[src/logic/ara_pkg.sv]
// Purpose: constants for the adc result accumulator block
// Assumes: byte-wide special function register port from the cpu core
// Notes: offsets are the cpu's register addresses
//
// Summary of operation
// - two-bit field selects filter settling mode
// - calibration codes 1 to 5 start calibration, field reads zero
// - eleven-bit decimation from low byte, high part
// - data rate is analog clock/64/decimation
// - writing zero control clears whole accumulator
// - bipolar polarity sign-extends incoming values
// - adc power down clears accumulator operation
// - cpu sum mode adds bytes on low write
// - cpu subtract mode subtracts on low write
// - operation field selects shift, sum, sum-shift
// - count field sets results summed; interrupt
// - reading low byte clears completion interrupt
// - accumulator mapped as four ascending bytes
// - polarity bit: zero bipolar, one unipolar
// - overrange flag set, cleared by writing zero
package ara_pkg;
  // ===========================================
  // register offsets
  localparam logic [7:0] ARA_OFF_CONV1 = 8'h00dd;
  localparam logic [7:0] ARA_OFF_DEC_LO = 8'h00de;
  localparam logic [7:0] ARA_OFF_DEC_HI = 8'h00df;
  localparam logic [7:0] ARA_OFF_CTRL = 8'h00e1;
  localparam logic [7:0] ARA_OFF_SUM0 = 8'h00e2;
  localparam logic [7:0] ARA_OFF_SUM1 = 8'h00e3;
  localparam logic [7:0] ARA_OFF_SUM2 = 8'h00e4;
  localparam logic [7:0] ARA_OFF_SUM3 = 8'h00e5;
  // ===========================================
  // reset values
  localparam logic [7:0] ARA_RST_DEC_LO = 8'h001b;
  localparam logic [2:0] ARA_RST_DEC_HI = 3'h6;
  localparam logic [7:0] ARA_RST_CTRL = 8'h0000;
  // ===========================================
  // field positions
  localparam int ARA_POS_OVR = 7;
  localparam int ARA_POS_POL = 6;
  localparam int ARA_POS_SETTLE = 4;
  localparam int ARA_POS_OP = 6;
  localparam int ARA_POS_CNT = 3;
  // modulator divide
  localparam int ARA_MOD_DIV = 64;
  // ===========================================
  typedef enum logic [1:0] {ARA_OP_CPU, ARA_OP_SUM, ARA_OP_SHIFT, ARA_OP_SUMSHF} ara_op_t;
  typedef enum logic [2:0] {ARA_CAL_NONE, ARA_CAL_SELF_OG, ARA_CAL_SELF_O, ARA_CAL_SELF_G,
                            ARA_CAL_SYS_O, ARA_CAL_SYS_G, ARA_CAL_RES6, ARA_CAL_RES7} ara_cal_t;
  // cpu sub-mode codes in the count field when operation is 00
  localparam logic [2:0] ARA_CNT_CPU_ADD = 3'h2;
  localparam logic [2:0] ARA_CNT_CPU_SUB = 3'h4;
endpackage

[src/logic/ara_top.sv]
// Purpose: adc back-end controls and 32-bit summation/shift accumulator
// Assumes: cpu register port synchronous to sys_clk; adc result strobe on sys_clk
// Notes: one cycle per register access; accumulator ops take one cycle
`timescale 1ns/100ps
module ara_top #(
  parameter int RES_W = 24
) (
  input wire logic sys_clk,
  input wire logic resetn,
  input wire logic [7:0] reg_addr,
  input wire logic reg_wr,
  input wire logic reg_rd,
  input wire logic [7:0] reg_wdata,
  output logic [7:0] reg_rdata,
  input wire logic adc_powerdown,
  input wire logic aclk_tick,
  input wire logic result_valid,
  input wire logic [RES_W-1:0] result_data,
  output logic [1:0] settle_select,
  output logic [2:0] calib_code,
  output logic calib_start,
  output logic [10:0] decim_ratio,
  output logic data_rate_tick,
  output logic result_polarity,
  output logic accum_irq
);
  // ===========================================
  // register decode
  logic wr_conv1, wr_declo, wr_dechi, wr_ctrl, wr_s0, wr_s1, wr_s2, wr_s3, rd_s0;
  assign wr_conv1 = reg_wr && reg_addr == ara_pkg::ARA_OFF_CONV1;
  assign wr_declo = reg_wr && reg_addr == ara_pkg::ARA_OFF_DEC_LO;
  assign wr_dechi = reg_wr && reg_addr == ara_pkg::ARA_OFF_DEC_HI;
  assign wr_ctrl = reg_wr && reg_addr == ara_pkg::ARA_OFF_CTRL;
  assign wr_s0 = reg_wr && reg_addr == ara_pkg::ARA_OFF_SUM0;
  assign wr_s1 = reg_wr && reg_addr == ara_pkg::ARA_OFF_SUM1;
  assign wr_s2 = reg_wr && reg_addr == ara_pkg::ARA_OFF_SUM2;
  assign wr_s3 = reg_wr && reg_addr == ara_pkg::ARA_OFF_SUM3;
  assign rd_s0 = reg_rd && reg_addr == ara_pkg::ARA_OFF_SUM0;

  logic [1:0] settle_q;
  logic pol_q;
  logic [7:0] declo_q;
  logic [2:0] dechi_q;
  logic [7:0] ctrl_q;
  logic [31:0] acc_q;
  logic [31:0] stage_q;
  logic ovr_q;
  logic irq_q;
  logic [8:0] cnt_q;
  logic cal_q;
  logic [2:0] cal_code_q;

  ara_pkg::ara_op_t op;
  logic [2:0] cnt_sel, shf;
  assign op = ara_pkg::ara_op_t'(ctrl_q[7:6]);
  assign cnt_sel = ctrl_q[5:3];
  assign shf = ctrl_q[2:0];

  // converter control: settle, polarity, calibration
  always_ff @(posedge sys_clk or negedge resetn) begin
    if (!resetn) begin
      settle_q <= 2'h0;
      pol_q <= 1'b0;
      cal_q <= 1'b0;
      cal_code_q <= 3'h0;
    end else begin
      cal_q <= 1'b0;
      if (wr_conv1) begin
        settle_q <= reg_wdata[ara_pkg::ARA_POS_SETTLE +: 2];
        pol_q <= reg_wdata[ara_pkg::ARA_POS_POL];
        cal_code_q <= reg_wdata[2:0];
        cal_q <= reg_wdata[2:0] != 3'h0 && reg_wdata[2:1] != 2'h3;
      end
    end
  end
  assign settle_select = settle_q;
  assign calib_code = cal_code_q;
  assign calib_start = cal_q;
  assign result_polarity = pol_q;

  // decimation ratio registers
  always_ff @(posedge sys_clk or negedge resetn) begin
    if (!resetn) begin
      declo_q <= ara_pkg::ARA_RST_DEC_LO;
      dechi_q <= ara_pkg::ARA_RST_DEC_HI;
    end else begin
      if (wr_declo) declo_q <= reg_wdata;
      if (wr_dechi) dechi_q <= reg_wdata[2:0];
    end
  end
  assign decim_ratio = {dechi_q, declo_q};

  // output rate divider: aclk/64 then /decimation
  logic [5:0] mod_cnt_q;
  logic [10:0] dec_cnt_q;
  logic rate_q;
  always_ff @(posedge sys_clk or negedge resetn) begin
    if (!resetn) begin
      mod_cnt_q <= 6'h0;
      dec_cnt_q <= 11'h0;
      rate_q <= 1'b0;
    end else begin
      rate_q <= 1'b0;
      if (adc_powerdown) begin
        mod_cnt_q <= 6'h0;
        dec_cnt_q <= 11'h0;
      end else if (aclk_tick) begin
        mod_cnt_q <= mod_cnt_q + 6'h1;
        if (mod_cnt_q == 6'(ara_pkg::ARA_MOD_DIV - 1)) begin
          if (dec_cnt_q + 11'h1 >= decim_ratio) begin
            dec_cnt_q <= 11'h0;
            rate_q <= 1'b1;
          end else begin
            dec_cnt_q <= dec_cnt_q + 11'h1;
          end
        end
      end
    end
  end
  assign data_rate_tick = rate_q;

  // summation control register
  always_ff @(posedge sys_clk or negedge resetn) begin
    if (!resetn) ctrl_q <= ara_pkg::ARA_RST_CTRL;
    else if (wr_ctrl) ctrl_q <= reg_wdata;
  end

  // ===========================================
  // accumulator datapath
  logic [31:0] res_ext;
  logic [8:0] cnt_target;
  logic [3:0] shf_amt, wr_shf_amt;
  logic [31:0] shifted, cpu_shifted;
  assign res_ext = pol_q ? {{(32-RES_W){1'b0}}, result_data}
                         : {{(32-RES_W){result_data[RES_W-1]}}, result_data};
  assign cnt_target = 9'(9'h2 << cnt_sel);
  // shift distance is field plus one, 1 to 8, so it needs four bits
  assign shf_amt = {1'b0, shf} + 4'h1;
  assign wr_shf_amt = {1'b0, reg_wdata[2:0]} + 4'h1;
  logic sum_go, shift_go, cpu_add, cpu_sub;
  assign sum_go = result_valid && (op == ara_pkg::ARA_OP_SUM || op == ara_pkg::ARA_OP_SUMSHF)
                  && !adc_powerdown;
  assign shift_go = wr_ctrl && reg_wdata[7:6] == 2'h2;
  // cpu arithmetic modes: staged bytes leave the accumulator alone
  assign cpu_add = op == ara_pkg::ARA_OP_CPU && cnt_sel == ara_pkg::ARA_CNT_CPU_ADD;
  assign cpu_sub = op == ara_pkg::ARA_OP_CPU && cnt_sel == ara_pkg::ARA_CNT_CPU_SUB;

  // staging bytes written by the cpu; byte0 write triggers the operation
  always_ff @(posedge sys_clk or negedge resetn) begin
    if (!resetn) stage_q <= 32'h0000_0000;
    else begin
      if (wr_s0) stage_q[7:0] <= reg_wdata;
      if (wr_s1) stage_q[15:8] <= reg_wdata;
      if (wr_s2) stage_q[23:16] <= reg_wdata;
      if (wr_s3) stage_q[31:24] <= reg_wdata;
    end
  end
  logic [31:0] cpu_val;
  assign cpu_val = {stage_q[31:8], reg_wdata};

  // wide sums keep carry or borrow for the overrange flag
  logic [32:0] add_wide, sub_wide, res_wide;
  assign add_wide = {1'b0, acc_q} + {1'b0, cpu_val};
  assign sub_wide = {1'b0, acc_q} - {1'b0, cpu_val};
  assign res_wide = {1'b0, acc_q} + {1'b0, res_ext};
  // right shifts: logical when unipolar, arithmetic when bipolar
  assign shifted = pol_q ? res_wide[31:0] >> shf_amt : 32'($signed(res_wide[31:0]) >>> shf_amt);
  assign cpu_shifted = pol_q ? acc_q >> wr_shf_amt : 32'($signed(acc_q) >>> wr_shf_amt);
  // an adc result is taken only when no cpu access owns the accumulator
  logic acc_busy, sum_take;
  assign acc_busy = (wr_ctrl && reg_wdata == 8'h00) || shift_go || wr_s0 || wr_s1 || wr_s2 || wr_s3;
  assign sum_take = sum_go && !acc_busy;

  // accumulator update
  always_ff @(posedge sys_clk or negedge resetn) begin
    if (!resetn) begin
      acc_q <= 32'h0000_0000;
      cnt_q <= 9'h0;
      ovr_q <= 1'b0;
    end else if (adc_powerdown) begin
      acc_q <= 32'h0000_0000;
      cnt_q <= 9'h0;
    end else begin
      if (wr_conv1 && !reg_wdata[ara_pkg::ARA_POS_OVR]) ovr_q <= 1'b0;
      if (wr_ctrl && reg_wdata == 8'h00) begin
        acc_q <= 32'h0000_0000;
        cnt_q <= 9'h0;
      end else if (shift_go) begin
        acc_q <= cpu_shifted;
      end else if (wr_s0 && cpu_add) begin
        acc_q <= add_wide[31:0];
        if (pol_q ? add_wide[32] : (acc_q[31] == cpu_val[31] && add_wide[31] != acc_q[31]))
          ovr_q <= 1'b1;
      end else if (wr_s0 && cpu_sub) begin
        acc_q <= sub_wide[31:0];
        if (pol_q ? sub_wide[32] : (acc_q[31] != cpu_val[31] && sub_wide[31] != acc_q[31]))
          ovr_q <= 1'b1;
      end else if (!cpu_add && !cpu_sub && (wr_s0 || wr_s1 || wr_s2 || wr_s3)) begin
        if (wr_s0) acc_q[7:0] <= reg_wdata;
        if (wr_s1) acc_q[15:8] <= reg_wdata;
        if (wr_s2) acc_q[23:16] <= reg_wdata;
        if (wr_s3) acc_q[31:24] <= reg_wdata;
      end else if (sum_take) begin
        if (cnt_q + 9'h1 == cnt_target) begin
          cnt_q <= 9'h0;
          if (op == ara_pkg::ARA_OP_SUMSHF) acc_q <= shifted;
          else acc_q <= res_wide[31:0];
        end else begin
          cnt_q <= cnt_q + 9'h1;
          acc_q <= res_wide[31:0];
        end
        if (pol_q ? res_wide[32] : (acc_q[31] == res_ext[31] && res_wide[31] != acc_q[31]))
          ovr_q <= 1'b1;
      end
    end
  end

  // completion interrupt: set wins over read-clear
  logic done_ev;
  assign done_ev = sum_take && cnt_q + 9'h1 == cnt_target;
  always_ff @(posedge sys_clk or negedge resetn) begin
    if (!resetn) irq_q <= 1'b0;
    else if (adc_powerdown) irq_q <= 1'b0;
    else if (done_ev) irq_q <= 1'b1;
    else if (rd_s0) irq_q <= 1'b0;
  end
  assign accum_irq = irq_q;

  // read mux; calibration field reads 000b
  always_comb begin
    unique case (reg_addr)
      ara_pkg::ARA_OFF_CONV1: reg_rdata = {ovr_q, pol_q, settle_q, 1'b0, 3'h0};
      ara_pkg::ARA_OFF_DEC_LO: reg_rdata = declo_q;
      ara_pkg::ARA_OFF_DEC_HI: reg_rdata = {5'h00, dechi_q};
      ara_pkg::ARA_OFF_CTRL: reg_rdata = ctrl_q;
      ara_pkg::ARA_OFF_SUM0: reg_rdata = acc_q[7:0];
      ara_pkg::ARA_OFF_SUM1: reg_rdata = acc_q[15:8];
      ara_pkg::ARA_OFF_SUM2: reg_rdata = acc_q[23:16];
      ara_pkg::ARA_OFF_SUM3: reg_rdata = acc_q[31:24];
      default: reg_rdata = 8'h00;
    endcase
  end

  // ===========================================
  // checks
  property p_clear;
    @(posedge sys_clk) disable iff (!resetn)
    (wr_ctrl && reg_wdata == 8'h00 && !adc_powerdown) |=> acc_q == 32'h0000_0000;
  endproperty
  a_clear: assert property (p_clear) else $error("zero control did not clear");
  property p_pd;
    @(posedge sys_clk) disable iff (!resetn) adc_powerdown |=> acc_q == 32'h0000_0000 && !accum_irq;
  endproperty
  a_pd: assert property (p_pd) else $error("powerdown kept accumulator");
  property p_add;
    @(posedge sys_clk) disable iff (!resetn)
    (wr_s0 && !adc_powerdown && ctrl_q == 8'h10) |=> acc_q == $past(acc_q) + $past(cpu_val);
  endproperty
  a_add: assert property (p_add) else $error("cpu add wrong");
  property p_sub;
    @(posedge sys_clk) disable iff (!resetn)
    (wr_s0 && !adc_powerdown && ctrl_q == 8'h20) |=> acc_q == $past(acc_q) - $past(cpu_val);
  endproperty
  a_sub: assert property (p_sub) else $error("cpu subtract wrong");
  property p_irq;
    @(posedge sys_clk) disable iff (!resetn) done_ev |=> accum_irq;
  endproperty
  a_irq: assert property (p_irq) else $error("completion not flagged");
  property p_irqclr;
    @(posedge sys_clk) disable iff (!resetn) (rd_s0 && !done_ev) |=> !accum_irq;
  endproperty
  a_irqclr: assert property (p_irqclr) else $error("read did not clear irq");
  property p_calrd;
    @(posedge sys_clk) disable iff (!resetn) reg_addr == ara_pkg::ARA_OFF_CONV1 |-> reg_rdata[2:0] == 3'h0;
  endproperty
  a_calrd: assert property (p_calrd) else $error("calibration field not zero");
  property p_cal;
    @(posedge sys_clk) disable iff (!resetn)
    (wr_conv1 && reg_wdata[2:0] == 3'h1) |=> calib_start ##1 (!calib_start || $past(wr_conv1));
  endproperty
  a_cal: assert property (p_cal) else $error("calibration start missing");
  property p_ovr;
    @(posedge sys_clk) disable iff (!resetn) $rose(ovr_q) |-> ovr_q until (wr_conv1 && !reg_wdata[7]);
  endproperty
  a_ovr: assert property (p_ovr) else $error("overrange dropped");
  // byte map, count step, eight-bit shift and rate pulse
  property p_bytewr;
    @(posedge sys_clk) disable iff (!resetn)
    (wr_s1 && !adc_powerdown && ctrl_q[7:6] != 2'h0) |=> acc_q[15:8] == $past(reg_wdata);
  endproperty
  a_bytewr: assert property (p_bytewr) else $error("byte one write misplaced");
  property p_count;
    @(posedge sys_clk) disable iff (!resetn) (sum_take && cnt_q + 9'h1 != cnt_target) |=> cnt_q == $past(cnt_q) + 9'h1;
  endproperty
  a_count: assert property (p_count) else $error("result not counted");
  property p_shf8;
    @(posedge sys_clk) disable iff (!resetn)
    (shift_go && pol_q && reg_wdata[2:0] == 3'h7 && !adc_powerdown) |=> acc_q == $past(acc_q) >> 8;
  endproperty
  a_shf8: assert property (p_shf8) else $error("eight bit shift wrong");
  property p_rate;
    @(posedge sys_clk) disable iff (!resetn) data_rate_tick |=> !data_rate_tick;
  endproperty
  a_rate: assert property (p_rate) else $error("rate pulse too long");
  c_sum: cover property (@(posedge sys_clk) disable iff (!resetn) done_ev);
  c_add: cover property (@(posedge sys_clk) disable iff (!resetn) wr_s0 && ctrl_q == 8'h10);
  c_rate: cover property (@(posedge sys_clk) disable iff (!resetn) data_rate_tick);
  c_shift: cover property (@(posedge sys_clk) disable iff (!resetn) shift_go);
  c_sumshf: cover property (@(posedge sys_clk) disable iff (!resetn) done_ev && op == ara_pkg::ARA_OP_SUMSHF);
endmodule

[config.mk]
export PLATFORM = sky130hd
export DESIGN_NAME = ara_top
export DESIGN_NICKNAME = d
export VERILOG_FILES = /design/src/logic/ara_pkg.sv /design/src/logic/ara_top.sv
export SDC_FILE = /design/constraint.sdc
export NUM_CORES = 1
export LEC_CHECK = 0
export ABC_AREA = 1
export BUFFER_PORTS_ARGS = -buffer_cell sky130_fd_sc_hd__buf_2
export CAP_MARGIN = 30
export CELL_PAD_IN_SITES_DETAIL_PLACEMENT = 1
export CELL_PAD_IN_SITES_GLOBAL_PLACEMENT = 2
export CORE_ASPECT_RATIO = 1.4
export CORE_MARGIN = 4
export CORE_UTILIZATION = 34
export CTS_CLUSTER_DIAMETER = 30
export DETAILED_ROUTE_END_ITERATION = 12
export PLACE_DENSITY_LB_ADDON = 0.1
export SYNTH_ARGS = -nofsm -noshare
export SYNTH_HDL_FRONTEND = slang
export SYNTH_SLANG_ARGS = --single-unit
[constraint.sdc]
create_clock -name sys_clk -period 3.65 [get_ports sys_clk]
set_input_delay 0.73 -clock sys_clk [delete_from_list [all_inputs] [get_ports sys_clk]]
set_output_delay 0.73 -clock sys_clk [all_outputs]
set_load 0.01 [all_outputs]
==> metrics.md, run 1 <==
| Metric | Value |
|---|---|
| Status | finished clean |
| Achievable Freq | 0.2781 GHz |
| Worst-margin pin slew | 0.9073 ns |
| Clock Latency Late Sink | 0.42 ns |
| WS Path Type | flip-flop to flip-flop |
| FILL cells | 7096 |
| Cell with the most instances after synthesis | nand2_1 |
| Synth top cells by count | nand2_1, nand3_1, inv_1, nor2_1, o21ai_0 |
| Yosys warning count | 0 |
| Die Span Y | 278.6 um |
| Synthesis-stage register bit count | 111 |
| Total GRT Usage | 38.75% |
| PwrDens | 687.3 nW/um2 |
| H-tree depth | 3 |
| Leak | 11.72 nW |
| Num Clock Sinks | 111 |
| Synth Area per Inst | 5.556 um2 |
| CP max stage delay | 0.45 ns |
| Die footprint | 56080 um2 |
| DRT antenna net count | 0 |
| Share of the synthesized area in the top cell type | 20.16% |
| Total Nets Final | 3730 |
| Final Hold Viols | 0 |
| First-pass GRT wire length | 164800 um |
| Setup-failing EPs final | 0 |
| Critical Path AT | 3.94 ns |
| CTS tree | yes |
| Final wirelength | 112800 um |
| TNS Setup | 0 ns |
| Iteration-0 DRC Markers | 2065 |
| CP max FO | 3 |
| Remaining Overflow, GRT | 0 |
| Layout area overhead | 28.08% |
| Post-synth EDFFs | 0 |
| Initial antenna violation count | 3 |
| Sequential fraction of the synthesis area | 15.66% |
| Die width | 201.3 um |
| Critical-path top delay cell | dfrtp_1 |
| Clock buffer depth | 2 |
| Routed len/inst | 26.65 um |
| Vias in the first global route | 25690 |
| Maximum VDD drop | 0.3367 mV |
| Crit path cell chain | ha_2 > inv_1 > fa_2 > inv_2 > nand4_1 > a21oi_1 > nor2_1 > buf_4 > or2_2 > nand3_1 > buf_4 > nand3_1 > nand3_1 > nand3_1 > nand3_1 > a21oi_1 > buf_4 > o21ai_1 > nand2_1 > nand2_1 > nand2_1 > nand2_1 |
| Ports | 75 |
| Row cnt | 98 |
| Final Util | 44.34% |
| Synth Flop Type | dfrtp_1 |
| Pre-antenna DRT Iters | 5 |
| Via/cell ratio | 5.860 |
| Final GP Congestion | 1.033 |
| Num CTS Buffers | 9 |
| Largest net degree at the start of global routing | 61 |
| Post-synth cell types | 65 |
| Slew margin rel. | 39.00% |
| Port buffer count | 74 |
| Placed Cells | 4204 |
| Clk pin slew, worst setup/hold paths | 0.10 ns |
| Vias | 24810 |
| Syn nets | 3356 |
| Sequential Area | 2799 um2 |
| Unrepaired setup endpoints after global routing | true |
| Tightest Hold Check Type | input port to asynchronous set/reset pin |
| Worst setup SP type | flip-flop |
| Core ar. | 51380 um2 |
| Initial core utilization | 34.62% |
| Async SR Flop Fraction | 100.0% |
| Area contributors post-synth | nand2_1, dfrtp_1, nand3_1 |
| CP dominant cell by count | nand3_1 |
| Post-layout min period | 3.596 ns |
| Area occupied by multi-input gates | 13780 um2 |
| Post-Syn Instances | 3201 |
| Yosys top cell by area | nand2_1 |
| Root buffer cell | clkbuf_16 |
| Final std cells w/o fill | 4233 |
| Crit share post-route | 98.51% |
| Crit end category | flip-flop |
| Slew Viols, Final | 0 |
| Share of layout cells above drive strength 1 | 21.37% |
| Mapped cell area | 17780 um2 |
| Max-cap viol count | 0 |
| CTS Hold Bufs | 0 |
| Post-detail-place hpwl | 92510 um |
| WP data required | 4.00 ns |
| Drc violations | 0 |
| Max Clock Skew | 0.02483 ns |
==> report_power, final <==
| part | leakage (nW) | switching, W | total, W | internal, W |
|---|---|---|---|---|
| clock network | 0.150 | 0.000640 | 0.00113 | 0.000493 |
| logic | 10.2 | 0.00814 | 0.0128 | 0.00464 |
| registers | 1.36 | 0.000326 | 0.00174 | 0.00141 |
| total | 11.7 | 0.00911 | 0.0157 | 0.00655 |
==> worst max-delay path: cells and delay by family (launching register included) <==
family,cells,cell delay [ns]
adder cells (fa/ha/maj),2,0.62
buffers and inverters,5,0.56
flip-flops,1,0.45
AND/OR/NAND/NOR,12,1.53
AO/OA/AOI/OAI,3,0.36
==> cell families (layout without fill, tap and decap cells) <==
family | Yosys count | after routing | share of synthesized area [%]
xor+xnor | 37 | 37 | 1.864
mux | 5 | 5 | 0.2814
compound gates | 677 | 677 | 21.59
buf+inv | 513 | 892 | 11.02
flops | 111 | 111 | 15.66
simple gates | 1750 | 1750 | 41.85
other cells | 0 | 3 | 0
fa+ha+maj | 108 | 108 | 7.725
==> stage by stage <==
step                      cell area, um2  hold slack, ns  power (W)  setup slack [ns]
after global placement             21650          0.4453    0.01332           -0.6487
after floorplan                    17780          0.4320   0.007594            0.1744
after CTS                          22040          0.4415    0.01479         -0.003497
final                              22780          0.4150    0.01566           0.05430
after global routing               22770          0.4575    0.01668          -0.05854
after detailed placement           21650          0.4618    0.01352           -0.6861
==> cell usage in the layout, fill, tap and decap left out, types with 8 or more instances in the layout <==
cell	netlist	final
nor2_1	315	303
o21bai_1	9	9
a31oi_1	16	14
ha_4	0	9
nor2_2	12	22
buf_4	0	417
o221ai_1	9	9
o21ai_2	4	8
clkbuf_16	0	9
dfrtp_2	0	11
dfrtp_1	105	94
o211ai_1	44	44
buf_2	12	73
a21oi_1	219	205
inv_1	342	339
a221oi_1	13	12
xor2_1	26	24
nand3_2	4	43
o21ai_0	272	264
nor4_1	12	10
o21a_1	11	11
nand4_1	28	28
inv_2	28	31
o22ai_1	11	11
a21oi_2	1	15
nor3_2	7	9
nand2_1	955	922
ha_1	105	90
nor3_1	22	20
nand2_2	12	41
o21ai_1	26	29
nand3_1	347	303
o32ai_1	8	8
==> path summary, 6_finish.rpt <==
check,slack (ns),cells after the start,end,start
setup / recovery,0.05,22,acc_q[9]$_DFFE_PN0P_,acc_q[0]$_DFFE_PN0P_
hold / removal,0.41,1,stage_q[16]$_DFFE_PN0P_,resetn
setup reg to reg,0.05,22,acc_q[9]$_DFFE_PN0P_,acc_q[0]$_DFFE_PN0P_
hold reg to reg,0.48,1,mod_cnt_q[5]$_DFFE_PN0P_,mod_cnt_q[5]$_DFFE_PN0P_
max in group asynchronous,2.29,2,declo_q[3]$_DFFE_PN1P_,resetn
min in group sys_clk,0.48,1,mod_cnt_q[5]$_DFFE_PN0P_,mod_cnt_q[5]$_DFFE_PN0P_
==> metal layers <==
layer,GRT usage [%],share of wire (%),up-vias
met2,66.12,47,957
met3,5.518,5.3,396
met5,0,0,-
li1,-,-,11360
met4,32.90,11,0
met1,42.37,37,12090
==> flip-flops by register name, indices dropped and copies added (netlist names), 2 cells and up <==
| name | flops |
|---|---|
| cnt_q | 9 |
| settle_select | 2 |
| mod_cnt_q | 6 |
| ctrl_q | 8 |
| calib_code | 3 |
| dechi_q | 3 |
| acc_q | 32 |
| declo_q | 8 |
| stage_q | 24 |
| dec_cnt_q | 11 |
==> layout make-up <==
cell class | count | area share (%)
Multi-Input combinational cell | 2577 | 60.48
Timing Repair Buffer | 498 | 16.01
Sequential cell | 111 | 12.29
Inverter | 378 | 6.251
Tap cell | 650 | 3.570
Clock buffer | 9 | 0.9887
Clock inverter | 7 | 0.3790
Antenna cell | 3 | 0.03296
==> timing repair <==
action / 4_1_cts / 5_1_grt
pin swaps: 2 / 26
setup endpoints to repair: 19 / 39
buffers inserted: 0 / 10
resized for setup: 17 / 157
No activity file was read; power rests on OpenSTA's default activity.
==> inputs of run 2 (changes only) <==
--- a/config.mk
+++ b/config.mk
@@ -15,6 +15,7 @@
 export CORE_UTILIZATION = 34
 export CTS_CLUSTER_DIAMETER = 30
 export DETAILED_ROUTE_END_ITERATION = 12
+export MAX_ROUTING_LAYER = met4
 export PLACE_DENSITY_LB_ADDON = 0.1
 export SYNTH_ARGS = -nofsm -noshare
 export SYNTH_HDL_FRONTEND = slang
==> run 2 against run 1 <==
Against the previous run: register-to-register slack improved by 0.03 ns; setup slack gained 0.035 ns; design area is 0.85% lower; first-iteration DRC count decreased by 13%; critical path depth up 4.
==> metrics.md, run 2 (synthesis results as in run 1) <==
| Metric | Value |
|---|---|
| Status | finished clean |
| Reg2Reg Capture Point | acc_q[13]$_DFFE_PN0P_ |
| Unrepaired setup endpoints after global routing | true |
| Worst setup SP type | flip-flop |
| WP data required | 3.95 ns |
| Ports | 75 |
| Die footprint | 56080 um2 |
| Psw | 0.008964 W |
| Final wirelength | 114300 um |
| Achievable Freq | 0.2808 GHz |
| Commonest non-fill, non-tap cell in the layout | nand2_1 |
| Initial core utilization | 34.62% |
| Maximum VDD drop | 0.3184 mV |
| Combinational Power Share | 81.1% |
| Sw Ratio | 58.59% |
| Num Clock Sinks | 111 |
| Num CTS Buffers | 9 |
| Remaining Overflow, GRT | 0 |
| Layout area overhead | 26.99% |
| Biggest regs | acc_q: 32 flops, stage_q: 24 flops, dec_cnt_q: 11 flops |
| Vias | 24910 |
| Core ar. | 51380 um2 |
| Die Span Y | 278.6 um |
| Final Cell Area | 22590 um2 |
| Pre-antenna DRT Iters | 6 |
| Die width | 201.3 um |
| Via/cell ratio | 5.875 |
| PwrDens | 677.5 nW/um2 |
| Total Nets Final | 3735 |
| Root buffer cell | clkbuf_16 |
| Post-route setup slack | 0.08895 ns |
| Clk pin slew, worst setup/hold paths | 0.10 ns |
| CP max FO | 4 |
| Critical Path AT | 3.86 ns |
| Total GRT Usage | 40.66% |
| Tightest Hold Check Type | input port to asynchronous set/reset pin |
| Seq pwr share | 11.3% |
| Worst-margin pin slew | 0.9297 ns |
| DP Area | 21750 um2 |
| Drc violations | 0 |
| DRT antenna net count | 0 |
| Clk network pwr share | 7.7% |
| Slew margin rel. | 38.02% |
| Post-detail-place hpwl | 94030 um |
| Top reg by flops | acc_q |
| CTS Hold Bufs | 0 |
| Vias in the first global route | 25730 |
| Crit share post-route | 97.56% |
| Setup-failing EPs final | 0 |
| Final GP Congestion | 1.023 |
| Clock buffer depth | 2 |
| RR Startpoint | acc_q[0]$_DFFE_PN0P_ |
| Final Hold Viols | 0 |
| Max Clock Skew | 0.01843 ns |
| Port buffer count | 74 |
| Max-cap viol count | 0 |
| WS Path Type | flip-flop to flip-flop |
| Max reg flops | 32 |
| Leak | 11.67 nW |
| Initial antenna violation count | 3 |
| Worst R2R Setup Slack | 0.09 ns |
| Slew Viols, Final | 0 |
| Share of layout cells above drive strength 1 | 20.56% |
| H-tree depth | 3 |
| Largest net degree at the start of global routing | 69 |
| Iteration-0 DRC Markers | 1790 |
| Row cnt | 98 |
| Clock Latency Late Sink | 0.42 ns |
| First-pass GRT wire length | 167400 um |
| Crit end category | flip-flop |
| Pre-CTS WS | -0.4427 ns |
| Most frequent cells in the layout | nand2_1, buf_4, inv_1 |
| CTS tree | yes |
| Worst r2r path cells | 26 |
| Routed len/inst | 26.97 um |
| Cell Int Power | 0.006337 W |
| Post-layout min period | 3.561 ns |
## run 2: area by class of cell
cell class,instances,area (um2)
tap,650,813.3
sequential,111,2798
fill,7210,28790
inverter,378,1424
antenna,4,10.01
clock inverter,7,91.34
multi-input combinational,2577,13530
clock buffer,9,225.2
timing repair buffer,503,3694
## run 2: metrics by stage
| stage | power [W] | utilization [%] | instances | hold slack (ns) | setup TNS (ns) |
|---|---|---|---|---|---|
| 2_1_floorplan | 0.007594 | - | 3201 | 0.4320 | 0 |
| 6_report | 0.01530 | 43.96 | 4239 | 0.3717 | 0 |
| 4_1_cts | 0.01474 | 43.05 | 4232 | 0.3613 | -0.01993 |
| 5_1_grt | 0.01631 | 43.96 | 4238 | 0.3818 | -0.1826 |
| 3_3_place_gp | 0.01325 | 42.34 | 4216 | 0.4449 | -6.608 |
| 3_5_place_dp | 0.01345 | 42.34 | 4216 | 0.4798 | -7.744 |
## run 2: per-layer routing
metal  vias up  share of wire [%]  track usage, %
met5         -                  0               -
met1     12170                 37           44.02
met3       424                5.3           5.321
met4         0                 11           33.08
met2       940                 47           66.81
li1      11370                  -               -
## run 2: how the worst max path moves through the flow
stage / from / end
2_1_floorplan: reg_wdata[2] / acc_q[29]$_DFFE_PN0P_
3_3_place_gp: result_data[0] / acc_q[13]$_DFFE_PN0P_
3_5_place_dp: result_data[0] / acc_q[14]$_DFFE_PN0P_
4_1_cts: acc_q[0]$_DFFE_PN0P_ / acc_q[9]$_DFFE_PN0P_
5_1_grt: acc_q[0]$_DFFE_PN0P_ / acc_q[28]$_DFFE_PN0P_
6_report: acc_q[0]$_DFFE_PN0P_ / acc_q[13]$_DFFE_PN0P_
## run 2: power by group through the flow
| stage | clock network, W | logic [W] | registers [W] |
|---|---|---|---|
| global route | 0.00124 | 0.0133 | 0.00173 |
| floorplan | 0 | 0.00594 | 0.00165 |
| CTS | 0.00121 | 0.0118 | 0.00170 |
| detailed placement | 0 | 0.0117 | 0.00173 |
| finish | 0.00117 | 0.0124 | 0.00173 |
| global placement | 0 | 0.0115 | 0.00172 |
## run 2: critical path: stages, from the launching register on
cell and delay, ns:
dfrtp_2 0.43, ha_2 0.20, inv_1 0.05, fa_2 0.35, inv_1 0.08, nand3_1 0.09, nand3_2 0.10, nand2_1 0.12
nand3_2 0.11, buf_4 0.13, nand3_1 0.10, nand2_1 0.08, nand2_1 0.08, nand2_2 0.16, nand2_2 0.10, nand3_1 0.11
nand3_1 0.13, nand3_1 0.13, nand3_1 0.11, nand2_1 0.13, nand2_2 0.11, o21ai_1 0.12, nand2_1 0.07, nand2_1 0.12
nand2_1 0.09, nand2_1 0.06, nand2_1 0.07
## run 2: repair_timing
action / in CTS / in global routing
setup buffers: 0 / 3
setup endpoints to repair: 10 / 34
pin swaps: 1 / 17
resized for setup: 13 / 112
==> inputs of run 3 (changes only) <==
--- a/config.mk
+++ b/config.mk
@@ -17,6 +17,7 @@
 export DETAILED_ROUTE_END_ITERATION = 12
 export MAX_ROUTING_LAYER = met4
 export PLACE_DENSITY_LB_ADDON = 0.1
+export REMOVE_ABC_BUFFERS = 1
 export SYNTH_ARGS = -nofsm -noshare
 export SYNTH_HDL_FRONTEND = slang
 export SYNTH_SLANG_ARGS = --single-unit
==> run 3 against run 2 <==
Against the previous run: total power fell by 1.2%; sequential power rose by 3%; core utilization rose by 0.48 points; final cell count rose by 0.24%; critical path depth fell by 10; critical endpoint is now ovr_q$_DFFE_PN0N_; wire length fell by 4.0%; setup slack got worse by 0.066 ns; die area did not move; combinational power barely moved; clock skew fell by 0.0013 ns; count of clock-buffer cells in the layout did not move.
==> metrics.md, run 3 (synthesis results as in run 1) <==
| Metric | Value |
|---|---|
| Post-layout min period | 3.627 ns |
| Psw | 0.008635 W |
| Core ar. | 51380 um2 |
| Worst setup SP type | flip-flop |
| WP data required | 3.93 ns |
| Routed wl met3 | 4860 um |
| Status | finished clean |
| Max Clock Skew | 0.01717 ns |
| Met2 WL | 54700 um |
| Max reg flops | 32 |
| Crit share post-route | 99.36% |
| Crit end category | flip-flop |
| Num CTS Buffers | 9 |
| Leak | 11.72 nW |
| Total GRT Usage | 38.62% |
| Unrepaired setup endpoints after global routing | true |
| PwrDens | 662.3 nW/um2 |
| Critical-path top delay cell | dfrtp_2 |
| Top reg by flops | acc_q |
| Remaining Overflow, GRT | 0 |
| Cell Int Power | 0.006487 W |
| Achievable Freq | 0.2757 GHz |
| Slew Viols, Final | 0 |
| Max-cap viol count | 0 |
| Row cnt | 98 |
| Sw Ratio | 57.10% |
| Worst Setup SP | acc_q[12]$_DFFE_PN0P_ |
| CTS Hold Bufs | 0 |
| Initial core utilization | 34.62% |
| Wl on met1 | 40540 um |
| Seq pwr share | 11.7% |
| RR Startpoint | acc_q[12]$_DFFE_PN0P_ |
| Worst R2R Setup Slack | 0.02 ns |
| Initial antenna violation count | 3 |
| Share of layout cells above drive strength 1 | 20.88% |
| Highest routed layer | met4 |
| H-tree depth | 3 |
| Vias | 24620 |
| First-pass GRT wire length | 160500 um |
| Num Clock Sinks | 111 |
| CP Buf/Inv Count | 3 |
| Most frequent cells in the layout | nand2_1, buf_4, inv_1 |
| Iteration-0 DRC Markers | 1523 |
| Worst r2r path cells | 16 |
| WS Path Type | flip-flop to flip-flop |
| DRT antenna net count | 0 |
| CP dominant cell by count | nand2_1 |
| Maximum VDD drop | 0.2841 mV |
| CP max FO | 7 |
| Worst-margin pin slew | 0.9087 ns |
| Critical Path AT | 3.91 ns |
| Via/cell ratio | 5.794 |
| Post-detail-place hpwl | 91410 um |
| Clk pin slew, worst setup/hold paths | 0.10 ns |
| Clock buffer depth | 2 |
| Total Nets Final | 3746 |
| Biggest regs | acc_q: 32 flops, stage_q: 24 flops, dec_cnt_q: 11 flops |
| Final Hold Viols | 0 |
| Routed len/inst | 25.82 um |
| Post-route setup slack | 0.02330 ns |
| Ports | 75 |
| Die Span Y | 278.6 um |
| Drc violations | 0 |
| CTS tree | yes |
| Final wirelength | 109700 um |
| Reg2Reg Capture Point | ovr_q$_DFFE_PN0N_ |
| Layout area overhead | 28.38% |
| Clock Latency Late Sink | 0.41 ns |
| Combinational Power Share | 80.7% |
| Setup-failing EPs final | 0 |
| Largest net degree at the start of global routing | 48 |
| Slew margin rel. | 38.86% |
| Crit path cell chain | buf_4 > ha_1 > buf_4 > inv_1 > a21oi_1 > o21ai_0 > a31oi_1 > nand3_1 > nand2_1 > o211ai_1 > a31oi_1 > xor2_1 > o211ai_1 > nand2_1 > nand3_1 > nand2_1 |
| CP max stage delay | 0.46 ns |
| Final Util | 44.44% |
| Overall Power | 0.01512 W |
| Tightest Hold Check Type | input port to asynchronous set/reset pin |
| Pre-antenna DRT Iters | 5 |
| Vias in the first global route | 26020 |
| FILL cells | 7196 |
| Root buffer cell | clkbuf_16 |
| Clk network pwr share | 7.6% |
| Pre-CTS WS | -0.4357 ns |
| Port buffer count | 74 |
| Die footprint | 56080 um2 |
| Commonest non-fill, non-tap cell in the layout | nand2_1 |
| Crit path max-delay family | compound AO/OA/AOI/OAI gates |
| Final GP Congestion | 1.058 |
| Die width | 201.3 um |
==> run 3: changes by cell type in the layout (fill, tap and decap cells not counted), moves of 5 or more <==
cell | previous run | this run
buf_4 | 422 | 428
ha_1 | 93 | 88
ha_2 | 8 | 3
ha_4 | 4 | 14
nand3_1 | 310 | 320
nand3_2 | 39 | 28
==> run 3: worst max path at each step <==
| stage | to | cells past startpoint | slack (ns) |
|---|---|---|---|
| 2_1_floorplan | acc_q[0]$_DFFE_PN0P_ | 13 | -1.16 |
| 3_3_place_gp | acc_q[4]$_DFFE_PN0P_ | 17 | -0.41 |
| 3_5_place_dp | acc_q[4]$_DFFE_PN0P_ | 17 | -0.44 |
| 4_1_cts | acc_q[28]$_DFFE_PN0P_ | 30 | 0.008 |
| 5_1_grt | acc_q[12]$_DFFE_PN0P_ | 24 | -0.04 |
| 6_report | ovr_q$_DFFE_PN0N_ | 16 | 0.02 |
==> run 3: layout make-up <==
type                            count  area, um2  share of cell area (%)
Timing Repair Buffer              514       3832                   16.79
Clock buffer                        9      225.2                  0.9864
Inverter                          378       1424                   6.236
Antenna cell                        3      7.507                 0.03288
Tap cell                          650      813.3                   3.562
Multi-Input combinational cell   2577      13640                   59.74
Clock inverter                      7      86.33                  0.3781
Sequential cell                   111       2803                   12.28
==> run 3: what timing repair did <==
| item | 4_1_cts | 5_1_grt |
|---|---|---|
| gates resized for setup | 12 | 127 |
| setup buffers | 0 | 5 |
| endpoints found under the setup margin | 20 | 43 |
| endpoints found under the hold margin | 0 | 0 |
| pin swaps | 0 | 12 |
==> run 3: per-stage QoR <==
stage	TNS (ns)	cells	hold slack [ns]	area (um2)
after floorplan	-30.04	3066	0.4320	17250
after global placement	-9.434	4225	0.4468	21870
after detailed placement	-10.50	4225	0.4712	21870
after CTS	0	4241	0.4294	22220
after global routing	-0.2049	4249	0.4298	22830
final	0	4249	0.3683	22830
==> run 3: power by group through the flow <==
stage,Clock [W],Combinational (W),Sequential [W]
4_1_cts,0.00116,0.0116,0.00173
2_1_floorplan,0,0.00585,0.00168
5_1_grt,0.00120,0.0132,0.00178
3_3_place_gp,0,0.0113,0.00174
3_5_place_dp,0,0.0115,0.00175
6_report,0.00114,0.0122,0.00178
==> run 3: per-layer routing <==
layer	up-vias	global-route usage, %
li1	11370	-
met1	12000	40.06
met2	842	68.68
met3	410	4.310
met4	0	26.34
met5	-	-
